--- src/mae_pkg.sv ---
// shared constants and types for the instruction execution block
package mae_pkg;

  // ----------------------------------------------------------------
  // register bus
  // ----------------------------------------------------------------
  localparam int ADDR_W = 4;
  localparam int DATA_W = 32;
  localparam logic [3:0] REG_CMD      = 4'h0; // write: execute one instruction
  localparam logic [3:0] REG_WREG     = 4'h1; // working register
  localparam logic [3:0] REG_STATUS   = 4'h2; // flags and run state
  localparam logic [3:0] REG_PC       = 4'h3; // program counter, read only
  localparam logic [3:0] REG_MEM_ADDR = 4'h4; // data memory window address
  localparam logic [3:0] REG_MEM_DATA = 4'h5; // data memory window data
  localparam logic [3:0] REG_STACK    = 4'h6; // write pushes, read shows top
  localparam logic [3:0] REG_WDOG     = 4'h7; // watchdog count, read only

  // ----------------------------------------------------------------
  // status bit positions
  // ----------------------------------------------------------------
  localparam int ST_C    = 0; // borrow-out / carry
  localparam int ST_AC   = 1; // half_borrow_nibble_flag
  localparam int ST_Z    = 2; // result-null
  localparam int ST_OV   = 3; // signed_wrap_flag
  localparam int ST_PDF  = 4; // sleep_entered_flag
  localparam int ST_TO   = 5; // watchdog_expired_flag
  localparam int ST_EMI  = 6; // global_irq_enable
  localparam int ST_HALT = 7; // powered down, read only

  // ----------------------------------------------------------------
  // command word fields
  // ----------------------------------------------------------------
  localparam int CMD_OP_LSB   = 0;
  localparam int CMD_OP_W     = 5;
  localparam int CMD_TO_ACC   = 5;  // 1: result to working register only
  localparam int CMD_OPND_LSB = 8;  // memory address or immediate byte
  localparam int CMD_JMP_LSB  = 16; // jump target

  // ----------------------------------------------------------------
  // arithmetic constants and reset values
  // ----------------------------------------------------------------
  localparam logic [3:0] BCD_MAX   = 4'h9;
  localparam logic [3:0] BCD_STEP  = 4'h6;
  localparam logic [7:0] ONE_BYTE  = 8'h01;
  localparam logic [7:0] WREG_RST  = 8'h00;
  localparam int         IRQ_VECTOR = 4;

  typedef enum logic [4:0] {
    OP_NOP, OP_INVERT, OP_DAA, OP_DEC, OP_INC, OP_MOV_MA, OP_MOV_IA,
    OP_MOV_AM, OP_OR_M, OP_OR_I, OP_HALT, OP_JUMP, OP_RET, OP_RET_I,
    OP_INTERRUPT_RETURN_OP, OP_RL, OP_RLC, OP_RR, OP_RRC, OP_SBC
  } mae_op_t;

endpackage

--- src/mae_alu_if.sv ---
// operands and results passed between the sequencer and the datapath
`timescale 1ns/1ns
`default_nettype none
interface mae_alu_if;
  mae_pkg::mae_op_t op;
  logic             to_acc;  // result variant selector
  logic [7:0]       acc;
  logic [7:0]       mem;
  logic [7:0]       imm;
  logic             c_in;
  logic             ac_in;
  logic [7:0]       result;
  logic             wr_acc;
  logic             wr_mem;
  logic             upd_z;
  logic             upd_c;
  logic             upd_acov; // half borrow and signed wrap
  logic             c_out;
  logic             ac_out;
  logic             ov_out;

  modport core (output op, to_acc, acc, mem, imm, c_in, ac_in,
                input result, wr_acc, wr_mem, upd_z, upd_c, upd_acov,
                c_out, ac_out, ov_out);
  modport alu  (input op, to_acc, acc, mem, imm, c_in, ac_in,
                output result, wr_acc, wr_mem, upd_z, upd_c, upd_acov,
                c_out, ac_out, ov_out);
endinterface
`default_nettype wire

--- src/mae_alu.sv ---
// combinational datapath for the executed instruction
`timescale 1ns/1ns
`default_nettype none
module mae_alu (
  mae_alu_if.alu a  // operands in, result and flag updates out
);
  logic [8:0] diff;
  logic [4:0] ndiff;
  logic       lo_adj;
  logic       hi_adj;
  logic [8:0] bcd;

  // subtract and decimal adjust helpers
  always_comb begin
    diff   = {1'b0, a.acc} - {1'b0, a.mem} - {8'h00, ~a.c_in};
    ndiff  = {1'b0, a.acc[3:0]} - {1'b0, a.mem[3:0]} - {4'h0, ~a.c_in};
    lo_adj = (a.acc[3:0] > mae_pkg::BCD_MAX) || a.ac_in;
    hi_adj = (a.acc[7:4] > mae_pkg::BCD_MAX) || a.c_in;
    bcd    = {1'b0, a.acc} + {1'b0, (hi_adj ? mae_pkg::BCD_STEP : 4'h0),
                                    (lo_adj ? mae_pkg::BCD_STEP : 4'h0)};
  end

  // per-opcode result, destination and flag selection
  always_comb begin
    a.result   = 8'h00;
    a.wr_acc   = 1'b0;
    a.wr_mem   = 1'b0;
    a.upd_z    = 1'b0;
    a.upd_c    = 1'b0;
    a.upd_acov = 1'b0;
    a.c_out    = a.c_in;
    a.ac_out   = a.ac_in;
    a.ov_out   = 1'b0;
    unique case (a.op)
      mae_pkg::OP_INVERT: begin
        a.result = ~a.mem;
        a.upd_z  = 1'b1;
      end
      mae_pkg::OP_DAA: begin
        a.result = bcd[7:0];
        a.upd_c  = 1'b1;
        a.c_out  = hi_adj | bcd[8];
      end
      mae_pkg::OP_DEC: begin
        a.result = a.mem - mae_pkg::ONE_BYTE;
        a.upd_z  = 1'b1;
      end
      mae_pkg::OP_INC: begin
        a.result = a.mem + mae_pkg::ONE_BYTE;
        a.upd_z  = 1'b1;
      end
      mae_pkg::OP_MOV_MA: a.result = a.mem;
      mae_pkg::OP_MOV_IA: a.result = a.imm;
      mae_pkg::OP_MOV_AM: a.result = a.acc;
      mae_pkg::OP_OR_M: begin
        a.result = a.acc | a.mem;
        a.upd_z  = 1'b1;
      end
      mae_pkg::OP_OR_I: begin
        a.result = a.acc | a.imm;
        a.upd_z  = 1'b1;
      end
      mae_pkg::OP_RET_I: a.result = a.imm;
      mae_pkg::OP_RL: a.result = {a.mem[6:0], a.mem[7]};
      mae_pkg::OP_RLC: begin
        a.result = {a.mem[6:0], a.c_in};
        a.upd_c  = 1'b1;
        a.c_out  = a.mem[7];
      end
      mae_pkg::OP_RR: a.result = {a.mem[0], a.mem[7:1]};
      mae_pkg::OP_RRC: begin
        a.result = {a.c_in, a.mem[7:1]};
        a.upd_c  = 1'b1;
        a.c_out  = a.mem[0];
      end
      mae_pkg::OP_SBC: begin
        a.result   = diff[7:0];
        a.upd_z    = 1'b1;
        a.upd_c    = 1'b1;
        a.upd_acov = 1'b1;
        a.c_out    = ~diff[8];
        a.ac_out   = ~ndiff[4];
        a.ov_out   = (a.acc[7] ^ a.mem[7]) & (a.acc[7] ^ diff[7]);
      end
      default: a.result = 8'h00; // nop, halt, jump, return, interrupt return: no data
    endcase
    // destination: fixed-target forms first, then the variant bit
    unique case (a.op)
      mae_pkg::OP_MOV_MA, mae_pkg::OP_MOV_IA, mae_pkg::OP_OR_I,
      mae_pkg::OP_RET_I: a.wr_acc = 1'b1;
      mae_pkg::OP_MOV_AM, mae_pkg::OP_DAA: a.wr_mem = 1'b1;
      mae_pkg::OP_INVERT, mae_pkg::OP_DEC, mae_pkg::OP_INC, mae_pkg::OP_OR_M,
      mae_pkg::OP_RL, mae_pkg::OP_RLC, mae_pkg::OP_RR, mae_pkg::OP_RRC,
      mae_pkg::OP_SBC: begin
        a.wr_acc = a.to_acc;
        a.wr_mem = ~a.to_acc;
      end
      default: a.wr_acc = 1'b0;
    endcase
  end
endmodule
`default_nettype wire

--- src/mae_wdog.sv ---
// watchdog prescaler and counter with expiry pulse
`timescale 1ns/1ns
`default_nettype none
module mae_wdog #(
  parameter int PRE_W = 8, // prescaler width
  parameter int CNT_W = 8  // watchdog_counter width
) (
  input  wire logic             sys_clk, // system clock
  input  wire logic             rst,     // synchronous reset
  input  wire logic             run,     // counts only while running
  input  wire logic             clr,     // clears counter and prescaler
  output logic      [CNT_W-1:0] count,   // watchdog_counter value
  output logic                  expired  // one-cycle pulse on wrap
);
  logic [PRE_W-1:0] pre_q;

  if (PRE_W < 1 || CNT_W < 1) begin : g_chk
    $error("watchdog widths must be positive");
  end

  // prescaler advances the counter once per full prescaler wrap
  always_ff @(posedge sys_clk) begin
    if (rst || clr) begin
      pre_q   <= '0;
      count   <= '0;
      expired <= 1'b0;
    end else begin
      expired <= 1'b0;
      if (run) begin
        pre_q <= pre_q + 1'b1;
        if (&pre_q) begin
          count   <= count + 1'b1;
          expired <= &count;
        end
      end
    end
  end
endmodule
`default_nettype wire

--- src/mae_exec.sv ---
// instruction execution block: sequencer, flags, data memory and stack
`timescale 1ns/1ns
`default_nettype none
// Functional notes
// - invert writes ones complement of memory byte, or to working reg; Z only
// - decimal adjust adds 6 to low nibble when above 9 or AC set
// - decimal adjust adds 6 to high nibble when above 9 or C set
// - decimal adjust result goes to memory; only C may change
// - decrement memory byte by one into memory or working reg; Z only
// - increment memory byte by one into memory or working reg; Z only
// - power-down stops execution and clock; all contents kept
// - power-down clears watchdog and prescaler, sets SLEEP_ENTERED_FLAG, clears TO
// - jump loads program counter, two cycles with dummy, no flags
// - moves copy memory, immediate or working reg, no flags
// - no-operation changes nothing but the program counter
// - OR working reg with memory or immediate; Z only
// - return pops program counter, flags unchanged
// - return-with-immediate pops counter and loads immediate to working reg
// - interrupt return pops counter and sets global interrupt enable
// - pending interrupt at interrupt return is serviced first
// - rotate left, bit 7 into bit 0, no flags
// - rotate left through carry, old C into bit 0, bit 7 into C
// - rotate right, bit 0 into bit 7, no flags
// - rotate right through carry, old C into bit 7, bit 0 into C
// - subtract with borrow: acc minus mem minus not C; OV Z AC C
// - after subtract with borrow, C is 0 if negative, else 1
module mae_exec #(
  parameter int MEM_DEPTH   = 64, // data memory bytes
  parameter int STACK_DEPTH = 4,  // call stack levels
  parameter int PC_W        = 11, // program counter width
  parameter int WDOG_PRE_W  = 8,  // watchdog prescaler width
  parameter int WDOG_CNT_W  = 8   // watchdog counter width
) (
  input  wire logic                       sys_clk,     // system clock
  input  wire logic                       rst,         // synchronous reset
  input  wire logic [mae_pkg::ADDR_W-1:0] addr,        // register address
  input  wire logic [mae_pkg::DATA_W-1:0] wr_data,     // write data
  input  wire logic                       wr_en,       // write strobe
  input  wire logic                       rd_en,       // read strobe
  output logic      [mae_pkg::DATA_W-1:0] rd_data,     // read data, next cycle
  input  wire logic                       irq_pending, // pin: interrupt waiting
  input  wire logic                       wake,        // pin: leave power-down
  output logic                            clk_run,     // system clock gate
  output logic                            irq_take     // pulse: vector taken
);

  // ----------------------------------------------------------------
  // parameter checks and derived sizes
  // ----------------------------------------------------------------
  localparam int MEM_AW = $clog2(MEM_DEPTH);
  localparam int SP_W   = $clog2(STACK_DEPTH);

  if (MEM_DEPTH < 2 || MEM_DEPTH > 256 || (1 << MEM_AW) != MEM_DEPTH) begin : g_mem_chk
    $error("MEM_DEPTH must be a power of two from 2 to 256");
  end
  if (STACK_DEPTH < 2 || (1 << SP_W) != STACK_DEPTH) begin : g_stk_chk
    $error("STACK_DEPTH must be a power of two of at least 2");
  end
  if (PC_W < 4 || PC_W > 16) begin : g_pc_chk
    $error("PC_W must lie between 4 and 16");
  end

  typedef enum logic [1:0] {S_RUN, S_DUMMY, S_HALT} mae_state_t;

  // ----------------------------------------------------------------
  // state and storage
  // ----------------------------------------------------------------
  mae_state_t          state_q;
  logic [PC_W-1:0]     pc_q;
  logic [7:0]          wreg_q;          // working_reg
  logic                c_q;
  logic                ac_q;            // half_borrow_nibble_flag
  logic                z_q;
  logic                ov_q;            // signed_wrap_flag
  logic                pdf_q;           // sleep_entered_flag
  logic                to_q;            // watchdog_expired_flag
  logic                emi_q;           // global_irq_enable
  logic [MEM_AW-1:0]   win_addr_q;
  logic [7:0]          mem_q [MEM_DEPTH];
  logic [PC_W-1:0]     stack_q [STACK_DEPTH];
  logic [SP_W-1:0]     sp_q;
  logic [1:0]          irq_sync_q;
  logic [1:0]          wake_sync_q;
  logic                irq_s;
  logic                wake_s;
  logic                exec;
  mae_pkg::mae_op_t    op;
  logic [7:0]          opnd;
  logic [MEM_AW-1:0]   opnd_addr;
  logic [PC_W-1:0]     stack_top;
  logic                pop;
  logic                push_sw;
  logic                divert;
  logic [WDOG_CNT_W-1:0] wdog_count;
  logic                wdog_expired;
  logic                wdog_clr;
  logic [7:0]          status_byte;

  mae_alu_if alu_bus ();

  // ----------------------------------------------------------------
  // pin synchronisers
  // ----------------------------------------------------------------
  // pins come from outside the clock domain; only stage two is read
  always_ff @(posedge sys_clk) begin
    if (rst) begin
      irq_sync_q  <= 2'b00;
      wake_sync_q <= 2'b00;
    end else begin
      irq_sync_q  <= {irq_sync_q[0], irq_pending};
      wake_sync_q <= {wake_sync_q[0], wake};
    end
  end
  assign irq_s  = irq_sync_q[1];
  assign wake_s = wake_sync_q[1];

  // ----------------------------------------------------------------
  // command decode
  // ----------------------------------------------------------------
  // a command is taken only in the run state; during the dummy cycle
  // or power-down it is dropped without any sign on the bus
  assign exec      = wr_en && (addr == mae_pkg::REG_CMD) && (state_q == S_RUN);
  assign op        = mae_pkg::mae_op_t'(wr_data[mae_pkg::CMD_OP_LSB +: mae_pkg::CMD_OP_W]);
  assign opnd      = wr_data[mae_pkg::CMD_OPND_LSB +: 8];
  assign opnd_addr = opnd[MEM_AW-1:0];
  assign stack_top = stack_q[sp_q - 1'b1];
  assign push_sw   = wr_en && (addr == mae_pkg::REG_STACK);
  // a pending request at interrupt return keeps the popped address on
  // the stack and heads straight for the vector
  assign divert    = exec && (op == mae_pkg::OP_INTERRUPT_RETURN_OP) && irq_s;
  assign pop       = exec && !divert && (op == mae_pkg::OP_RET ||
                     op == mae_pkg::OP_RET_I || op == mae_pkg::OP_INTERRUPT_RETURN_OP);
  assign wdog_clr  = exec && (op == mae_pkg::OP_HALT);

  // datapath operands
  assign alu_bus.op     = op;
  assign alu_bus.to_acc = wr_data[mae_pkg::CMD_TO_ACC];
  assign alu_bus.acc    = wreg_q;
  assign alu_bus.mem    = mem_q[opnd_addr];
  assign alu_bus.imm    = opnd;
  assign alu_bus.c_in   = c_q;
  assign alu_bus.ac_in  = ac_q;

  mae_alu u_alu (
    .a (alu_bus.alu)
  );

  mae_wdog #(
    .PRE_W (WDOG_PRE_W),
    .CNT_W (WDOG_CNT_W)
  ) u_wdog (
    .sys_clk (sys_clk),
    .rst     (rst),
    .run     (state_q != S_HALT),
    .clr     (wdog_clr),
    .count   (wdog_count),
    .expired (wdog_expired)
  );

  // ----------------------------------------------------------------
  // sequencer and program counter
  // ----------------------------------------------------------------
  // jumps and returns spend one extra dummy cycle while the new
  // address loads; power-down holds until the wake pin rises
  always_ff @(posedge sys_clk) begin
    if (rst) begin
      state_q <= S_RUN;
      pc_q    <= '0;
    end else begin
      unique case (state_q)
        S_RUN: begin
          if (exec) begin
            pc_q <= pc_q + 1'b1;
            unique case (op)
              mae_pkg::OP_JUMP: begin
                pc_q    <= wr_data[mae_pkg::CMD_JMP_LSB +: PC_W];
                state_q <= S_DUMMY;
              end
              mae_pkg::OP_RET, mae_pkg::OP_RET_I: begin
                pc_q    <= stack_top;
                state_q <= S_DUMMY;
              end
              mae_pkg::OP_INTERRUPT_RETURN_OP: begin
                pc_q    <= divert ? PC_W'(mae_pkg::IRQ_VECTOR) : stack_top;
                state_q <= S_DUMMY;
              end
              mae_pkg::OP_HALT: state_q <= S_HALT;
              default: state_q <= S_RUN;
            endcase
          end
        end
        S_DUMMY: state_q <= S_RUN;
        S_HALT: begin
          if (wake_s) begin
            state_q <= S_RUN;
          end
        end
        default: state_q <= S_RUN;
      endcase
    end
  end

  // clock gate and interrupt hand-off, both straight from flops
  always_ff @(posedge sys_clk) begin
    if (rst) begin
      clk_run  <= 1'b1;
      irq_take <= 1'b0;
    end else begin
      irq_take <= divert;
      if (wdog_clr) begin
        clk_run <= 1'b0;
      end else if (state_q == S_HALT && wake_s) begin
        clk_run <= 1'b1;
      end
    end
  end

  // ----------------------------------------------------------------
  // call stack
  // ----------------------------------------------------------------
  // circular: overflow overwrites the oldest entry, underflow wraps
  always_ff @(posedge sys_clk) begin
    if (rst) begin
      sp_q <= '0;
    end else if (pop) begin
      sp_q <= sp_q - 1'b1;
    end else if (push_sw) begin
      stack_q[sp_q] <= wr_data[PC_W-1:0];
      sp_q          <= sp_q + 1'b1;
    end
  end

  // ----------------------------------------------------------------
  // working register
  // ----------------------------------------------------------------
  always_ff @(posedge sys_clk) begin
    if (rst) begin
      wreg_q <= mae_pkg::WREG_RST;
    end else if (wr_en && addr == mae_pkg::REG_WREG) begin
      wreg_q <= wr_data[7:0];
    end else if (exec && alu_bus.wr_acc) begin
      wreg_q <= alu_bus.result;
    end
  end

  // ----------------------------------------------------------------
  // data memory and its software window
  // ----------------------------------------------------------------
  // contents have no reset: power-down and reset both leave them alone
  always_ff @(posedge sys_clk) begin
    if (wr_en && addr == mae_pkg::REG_MEM_DATA) begin
      mem_q[win_addr_q] <= wr_data[7:0];
    end else if (exec && alu_bus.wr_mem) begin
      mem_q[opnd_addr] <= alu_bus.result;
    end
  end

  always_ff @(posedge sys_clk) begin
    if (rst) begin
      win_addr_q <= '0;
    end else if (wr_en && addr == mae_pkg::REG_MEM_ADDR) begin
      win_addr_q <= wr_data[MEM_AW-1:0];
    end
  end

  // ----------------------------------------------------------------
  // status flags
  // ----------------------------------------------------------------
  // software may write C, AC, Z, OV and the enable; the sleep and
  // expiry flags only move under hardware control
  always_ff @(posedge sys_clk) begin
    if (rst) begin
      c_q   <= 1'b0;
      ac_q  <= 1'b0;
      z_q   <= 1'b0;
      ov_q  <= 1'b0;
      emi_q <= 1'b0;
    end else if (wr_en && addr == mae_pkg::REG_STATUS) begin
      c_q   <= wr_data[mae_pkg::ST_C];
      ac_q  <= wr_data[mae_pkg::ST_AC];
      z_q   <= wr_data[mae_pkg::ST_Z];
      ov_q  <= wr_data[mae_pkg::ST_OV];
      emi_q <= wr_data[mae_pkg::ST_EMI];
    end else if (exec) begin
      if (alu_bus.upd_z) begin
        z_q <= (alu_bus.result == 8'h00);
      end
      if (alu_bus.upd_c) begin
        c_q <= alu_bus.c_out;
      end
      if (alu_bus.upd_acov) begin
        ac_q <= alu_bus.ac_out;
        ov_q <= alu_bus.ov_out;
      end
      if (op == mae_pkg::OP_INTERRUPT_RETURN_OP) begin
        // a diverted return enters the handler, which masks again
        emi_q <= !divert;
      end
    end
  end

  // sleep and expiry flags; entering power-down beats a same-cycle
  // expiry because the watchdog is cleared at that moment
  always_ff @(posedge sys_clk) begin
    if (rst) begin
      pdf_q <= 1'b0;
      to_q  <= 1'b0;
    end else if (wdog_clr) begin
      pdf_q <= 1'b1;
      to_q  <= 1'b0;
    end else if (wdog_expired) begin
      to_q <= 1'b1;
    end
  end

  assign status_byte = {state_q == S_HALT, emi_q, to_q, pdf_q, ov_q, z_q, ac_q, c_q};

  // ----------------------------------------------------------------
  // register read port
  // ----------------------------------------------------------------
  // data stands for exactly one cycle after the read strobe
  always_ff @(posedge sys_clk) begin
    if (rst) begin
      rd_data <= '0;
    end else if (rd_en) begin
      unique case (addr)
        mae_pkg::REG_WREG:     rd_data <= {24'h000000, wreg_q};
        mae_pkg::REG_STATUS:   rd_data <= {24'h000000, status_byte};
        mae_pkg::REG_PC:       rd_data <= {{(32 - PC_W){1'b0}}, pc_q};
        mae_pkg::REG_MEM_ADDR: rd_data <= {{(32 - MEM_AW){1'b0}}, win_addr_q};
        mae_pkg::REG_MEM_DATA: rd_data <= {24'h000000, mem_q[win_addr_q]};
        mae_pkg::REG_STACK:    rd_data <= {{(32 - PC_W){1'b0}}, stack_top};
        mae_pkg::REG_WDOG:     rd_data <= {{(32 - WDOG_CNT_W){1'b0}}, wdog_count};
        default:               rd_data <= '0;
      endcase
    end else begin
      rd_data <= '0;
    end
  end

endmodule
`default_nettype wire

--- config.mk ---
export PLATFORM = sky130hd
export DESIGN_NAME = mae_exec
export DESIGN_NICKNAME = d
export VERILOG_FILES = /design/src/mae_pkg.sv /design/src/mae_alu_if.sv /design/src/mae_alu.sv /design/src/mae_wdog.sv /design/src/mae_exec.sv
export SDC_FILE = /design/constraint.sdc
export NUM_CORES = 1
export LEC_CHECK = 0
export BUFFER_PORTS_ARGS = -buffer_cell sky130_fd_sc_hd__buf_2
export CAP_MARGIN = 20
export CELL_PAD_IN_SITES_DETAIL_PLACEMENT = 0
export CELL_PAD_IN_SITES_GLOBAL_PLACEMENT = 1
export CORE_MARGIN = 1
export CORE_UTILIZATION = 50
export DETAILED_ROUTE_END_ITERATION = 16
export GPL_TIMING_DRIVEN = 0
export PLACE_DENSITY = 0.87
export REMOVE_ABC_BUFFERS = 1
export SLEW_MARGIN = 20
export SYNTH_ARGS = -nofsm -noshare
export SYNTH_HDL_FRONTEND = slang
export SYNTH_SLANG_ARGS = --single-unit
--- constraint.sdc ---
create_clock -name sys_clk -period 9.5 [get_ports sys_clk]
set_input_delay 0.475 -clock sys_clk [delete_from_list [all_inputs] [get_ports sys_clk]]
set_output_delay 0.475 -clock sys_clk [all_outputs]
set_load 0.05 [all_outputs]
==> impl_metrics.ini, run 1 <==
[placed_design]
place_hpwl_mm = 58.6
numPortBuffers = 49
place_congestion = 0.944
dpl_cell_area_mm2 = 0.0329

[detailed_routing]
drt_iter0_drc = 3535
dr.pass1.iters = 6
drc = 0
ant_nets = 0
drt_wl_total_mm = 91.4
dr_total_vias = 20453
detail_route.wl_per_cell_um = 31.3
vias_per_cell = 7.00

[floorplanning]
ioPinCount = 76
fp.dieW_um = 253
die_y_um = 253
rows = 91
initial_core_util = 0.510
core-area_mm2 = 0.0621
fp.dieArea_mm2 = 0.0643

[pwr]
pwr-share-clk = 0.414
combinationalPowerShare = 0.085
powerDensity_mw_per_mm2 = 173
peakVddDrop_v = 0.000168
p_sw_w = 0.00145
switching_share = 0.239
intPower_w = 0.00460
power_frac_seq = 0.502
p_leak_nw = 10.9

[worst_setup_path]
critPathArrivalTime_ns = 6.66
r2r_slack_ns = 3.82
cp_data_required_time_ns = 9.86
crit_path_end_kind = flop
worstPathMaxFanout = 32
start_kind = primary input
critPathKind = primary input to flop

[clock_network]
cts_buffer_depth = 3
cts_setup_buffers = 0
hold_buffers = 0
clkSinkCount = 632
cts_buffers = 66
root_buffer = clkbuf_16
path_clk_slew_ns = 0.06
cts_resized = 0
htreeDepth = 3
worst_skew_pair.late_latency_ns = 0.64
cts_tree = built

[run_status]
status = complete, no violations

[sta]
worst_pin_slew_ns = 1.19
fin_skew_ns = 0.0302
rsz0062_at_grt = no
clock.fmax_mhz = 159
setup_viol = 0
fin_crit_sh = 0.664
final_hold_viol_count = 0
period_minus_slack_ns = 6.31
fin_hold_ws_ns = 0.0798
setup_tns_ns = 0
relSlewSlack = 0.207
maxSlewViolCount = 0

[logic_synthesis]
ys.flop_type = edfxtp_1
yosysTopAreaCell = edfxtp_1
postSynthAreaPerCell_um2 = 15.6
synthCells = 2023
synth-edff-count = 556
ys_types = 91
synth_area_leaders = edfxtp_1, mux4_2, dfxtp_1
synth_top_area_share = 0.528
ys_ff_latch = 632
yosys_warnings = 0
async_flop_share = 0
syn-cell-area_mm2 = 0.0316
ys_seq_area_frac = 0.576

[cells_and_area]
final_cell_mix = edfxtp_1, mux4_2, nand2_1
num-fill-cells = 4655
nets = 2112
final_common_cell = edfxtp_1
stdcell_area_mm2 = 0.0350
final_layout_size_suffix_gt1_frac = 0.238
area_growth_pct = 10.6
postLayoutCoreUtil = 0.564

[worst_hold_path]
hold_class = primary input to flop

[grt]
antenna_found_initial = 5
grt_pass1_wl_mm = 134
gr-total-overflow = 0
grt_pass1_vias = 19884
grt_max_degree = 69
grt_usage = 0.289

[flow_run]
maxCapViolCount = 0
synth_stat cells (all sizes together), types with 6 or more instances:
master / instances
a221oi: 6
and2: 11
buf: 84
mux2: 9
nand4: 12
a21oi: 70
and3: 12
a211oi: 10
a31oi: 14
a222oi: 9
a22oi: 29
or2: 6
edfxtp: 556
xnor2: 20
o211ai: 10
dfxtp: 76
nor2b: 16
o21a: 9
clkbuf: 66
nor2: 141
mux4: 300
nand3b: 7
nand3: 38
a41oi: 6
inv: 48
mux2i: 38
nor4: 6
ha: 31
nand2b: 24
xor2: 11
o21ai: 64
o22ai: 17
o31ai: 6
a21o: 6
nor3: 30
nand2: 145
or3: 11
cell type report:
class                      count  area (um2)  area share
sequential                   632       18200       0.521
multi-input combinational   1212       12600       0.360
clock buffer                  80        1780      0.0508
tap                          837        1050      0.0299
timing repair buffer          74         880      0.0252
clock inverter                35         267     0.00762
inverter                      49         186     0.00533
antenna                        1        2.50   0.0000716
per-stage QoR:
step                      setup slack, ns  instances  total power, W
after global placement              -4.54       2779         0.00357
after CTS                            3.36       2917         0.00603
after global routing                 3.06       2919         0.00617
final                                3.19       2920         0.00604
after detailed placement             2.68       2802         0.00359
after floorplan                      2.29       1893         0.00338
per-layer routing:
layer / part of all wire / vias to the layer above / wire length (um) / track usage
li1: - / 8216 / - / -
met1: 0.36 / 10399 / 32600 / 0.380
met2: 0.47 / 1547 / 42900 / 0.453
met3: 0.13 / 281 / 11600 / 0.0785
met4: 0.047 / 10 / 4270 / 0.128
met5: 0.00070 / - / 64 / 0
logic make-up after synthesis:
kind of cell | synth area share
compound gates | 0.0671
xor+xnor | 0.00859
fa+ha+maj | 0.0148
buf+inv | 0.0322
flops | 0.576
mux | 0.232
other cells | 0.000119
simple gates | 0.0695
worst paths after layout:
| check | start | endpoint | depth (start not counted) |
|---|---|---|---|
| worst max-delay path | wr_data[12] | mem_q[29][7] | 20 |
| worst min-delay path | irq_pending | irq_sync_q[0] | 2 |
| worst max register to register | mem_q[49][0] | mem_q[29][7] | 19 |
| worst min register to register | irq_sync_q[0] | irq_sync_q[1] | 1 |
flip-flops by register name, indices dropped and copies added (netlist names), 6 cells and up, named ones only:
name,count
pc_q,11
rd_data,11
u_wdog.pre_q,8
stack_q,44
win_addr_q,6
alu_bus.acc,8
u_wdog.count,8
mem_q,512
power groups by stage:
| stage | registers (W) | logic (W) | clock network [W] |
|---|---|---|---|
| final | 0.00303 | 0.000511 | 0.00250 |
| after global routing | 0.00303 | 0.000536 | 0.00260 |
| after CTS | 0.00303 | 0.000498 | 0.00250 |
| after detailed placement | 0.00309 | 0.000494 | 0 |
| after global placement | 0.00311 | 0.000462 | 0 |
| after floorplan | 0.00310 | 0.000283 | 0 |
worst max-delay path: stages:
cell	delay (ns)
buf_2	0.59
inv_1	0.62
nor2_1	0.72
a32oi_1	0.18
o21ai_1	0.25
o22ai_2	0.37
fa_1	0.64
inv_1	0.05
ha_1	0.16
o21ai_0	0.23
a211oi_1	0.16
a21o_1	0.21
a21oi_1	0.18
xnor2_1	0.12
nand2b_1	0.18
o2111ai_1	0.15
o2111ai_1	0.16
a221oi_1	0.75
o21ai_4	0.17
buf_16	0.22
No activity file was read; power rests on OpenSTA's default activity.
==> inputs of run 2 (changes only) <==
Clock period 9.5 ns to 6.5 ns, I/O delays scaled along.
==> impl_metrics.ini, run 2 (synthesis gave the netlist of run 1 again) <==
[run_status]
status = complete, no violations

[detailed_routing]
ant_nets = 0
drt_wl_total_mm = 91.3
vias_per_cell = 7.00
drc = 0
drt_iter0_drc = 3299
dr_total_vias = 20449
dr.pass1.iters = 7
detail_route.wl_per_cell_um = 31.3

[grt]
antenna_found_initial = 5
grt_pass1_vias = 19905
grt_max_degree = 69
grt_pass1_wl_mm = 134
gr-total-overflow = 0
grt_usage = 0.289

[sta]
relSlewSlack = 0.217
rsz0062_at_grt = no
setup_viol = 0
clock.fmax_mhz = 162
setup_tns_ns = 0
setup_ws_ns = 0.338
fin_crit_sh = 0.948
fin_skew_ns = 0.0298
period_minus_slack_ns = 6.16
worst_pin_slew_ns = 1.17
final_hold_viol_count = 0
maxSlewViolCount = 0
fin_hold_ws_ns = 0.0651

[clock_network]
root_buffer = clkbuf_16
cts_tree = built
cts_resized = 0
path_clk_slew_ns = 0.06
htreeDepth = 3
cts_buffer_depth = 3
clkSinkCount = 632
cts_buffers = 66
worst_skew_pair.late_latency_ns = 0.64

[worst_setup_path]
cp_data_required_time_ns = 6.85
crit_path_end_kind = flop
start_kind = primary input
critPathArrivalTime_ns = 6.52
critPathKind = primary input to flop
worstPathMaxFanout = 49

[cells_and_area]
final_cell_mix = edfxtp_1, mux4_2, nand2_1
area_growth_pct = 10.7
reg.largest.list = mem_q (512), stack_q (44)
final_common_cell = edfxtp_1
top_register = mem_q
largest_reg_flops = 512
nets = 2115
num-fill-cells = 4652
n_antenna_cell = 0
final_layout_size_suffix_gt1_frac = 0.237
stdcell_area_mm2 = 0.0350

[worst_hold_path]
hold_class = primary input to flop

[pwr]
p_leak_nw = 10.9
powerDensity_mw_per_mm2 = 252
peakVddDrop_v = 0.000247
power_w = 0.00883

[placed_design]
place_hpwl_mm = 58.6
dpl_cell_area_mm2 = 0.0329
numPortBuffers = 49
pre_cts_ws_ns = -0.170
place_congestion = 0.944

[floorplanning]
ioPinCount = 76
initial_core_util = 0.510
fp.dieArea_mm2 = 0.0643
fp.dieW_um = 253
die_y_um = 253
core-area_mm2 = 0.0621
rows = 91

[flow_run]
maxCapViolCount = 0
run 2: cell count changes in the layout (fill, tap and decap cells not counted), sizes merged:
cell,change
diode,-1
dlygate4sd3,+3
run 2: report_power, final:
part / switching (W) / leakage, nW / internal, W
Combinational: 0.000481 / 4.32 / 0.000268
Clock: 0.00162 / 0.988 / 0.00203
Sequential: 0.0000131 / 5.61 / 0.00442
run 2: stage by stage:
stage                     cells  utilization
final                      2922        0.564
after floorplan            1893            -
after CTS                  2920        0.564
after global routing       2922        0.564
after global placement     2779        0.518
after detailed placement   2802        0.530
run 2: routing by layer:
| layer | share of wire | vias up | global-route usage |
|---|---|---|---|
| li1 | - | 8238 | - |
| met1 | 0.35 | 10288 | 0.380 |
| met2 | 0.47 | 1619 | 0.453 |
| met3 | 0.13 | 296 | 0.0785 |
| met4 | 0.049 | 8 | 0.128 |
| met5 | 0.00057 | - | 0 |
run 2: worst paths after layout:
path            startpoint             to  slack [ns]  depth (start not counted)
max reg2reg   mem_q[49][0]   mem_q[25][7]        0.84                         19
max             wr_data[9]   mem_q[25][7]        0.34                         20
min             wr_data[6]  stack_q[2][6]        0.07                          1
min reg2reg  irq_sync_q[0]  irq_sync_q[1]        0.45                          1
run 2: worst max-delay path: stages:
cell	delay, ns
buf_8	0.38
clkinv_1	0.98
mux2_2	0.53
o22ai_1	0.11
a211oi_1	0.60
a21o_1	0.44
ha_1	0.32
inv_1	0.07
ha_1	0.19
nor4b_1	0.07
a211oi_1	0.36
a21o_1	0.18
a21oi_1	0.08
xnor2_1	0.16
nand2b_1	0.18
o2111ai_1	0.15
o2111ai_1	0.15
a221oi_1	0.74
o21ai_4	0.17
buf_16	0.22
run 2: layout make-up:
class | count | area [um2] | area share
Clock inverter | 35 | 267 | 0.00761
Tap cell | 837 | 1050 | 0.0299
Sequential cell | 632 | 18200 | 0.521
Inverter | 49 | 186 | 0.00533
Clock buffer | 80 | 1780 | 0.0507
Multi-Input combinational cell | 1212 | 12600 | 0.360
Timing Repair Buffer | 77 | 910 | 0.0260
run 2: what timing repair did:
action / CTS / global route
hold endpoints to repair: 3 / 0
hold buffers: 3 / 0
buffers inserted: 0 / 0
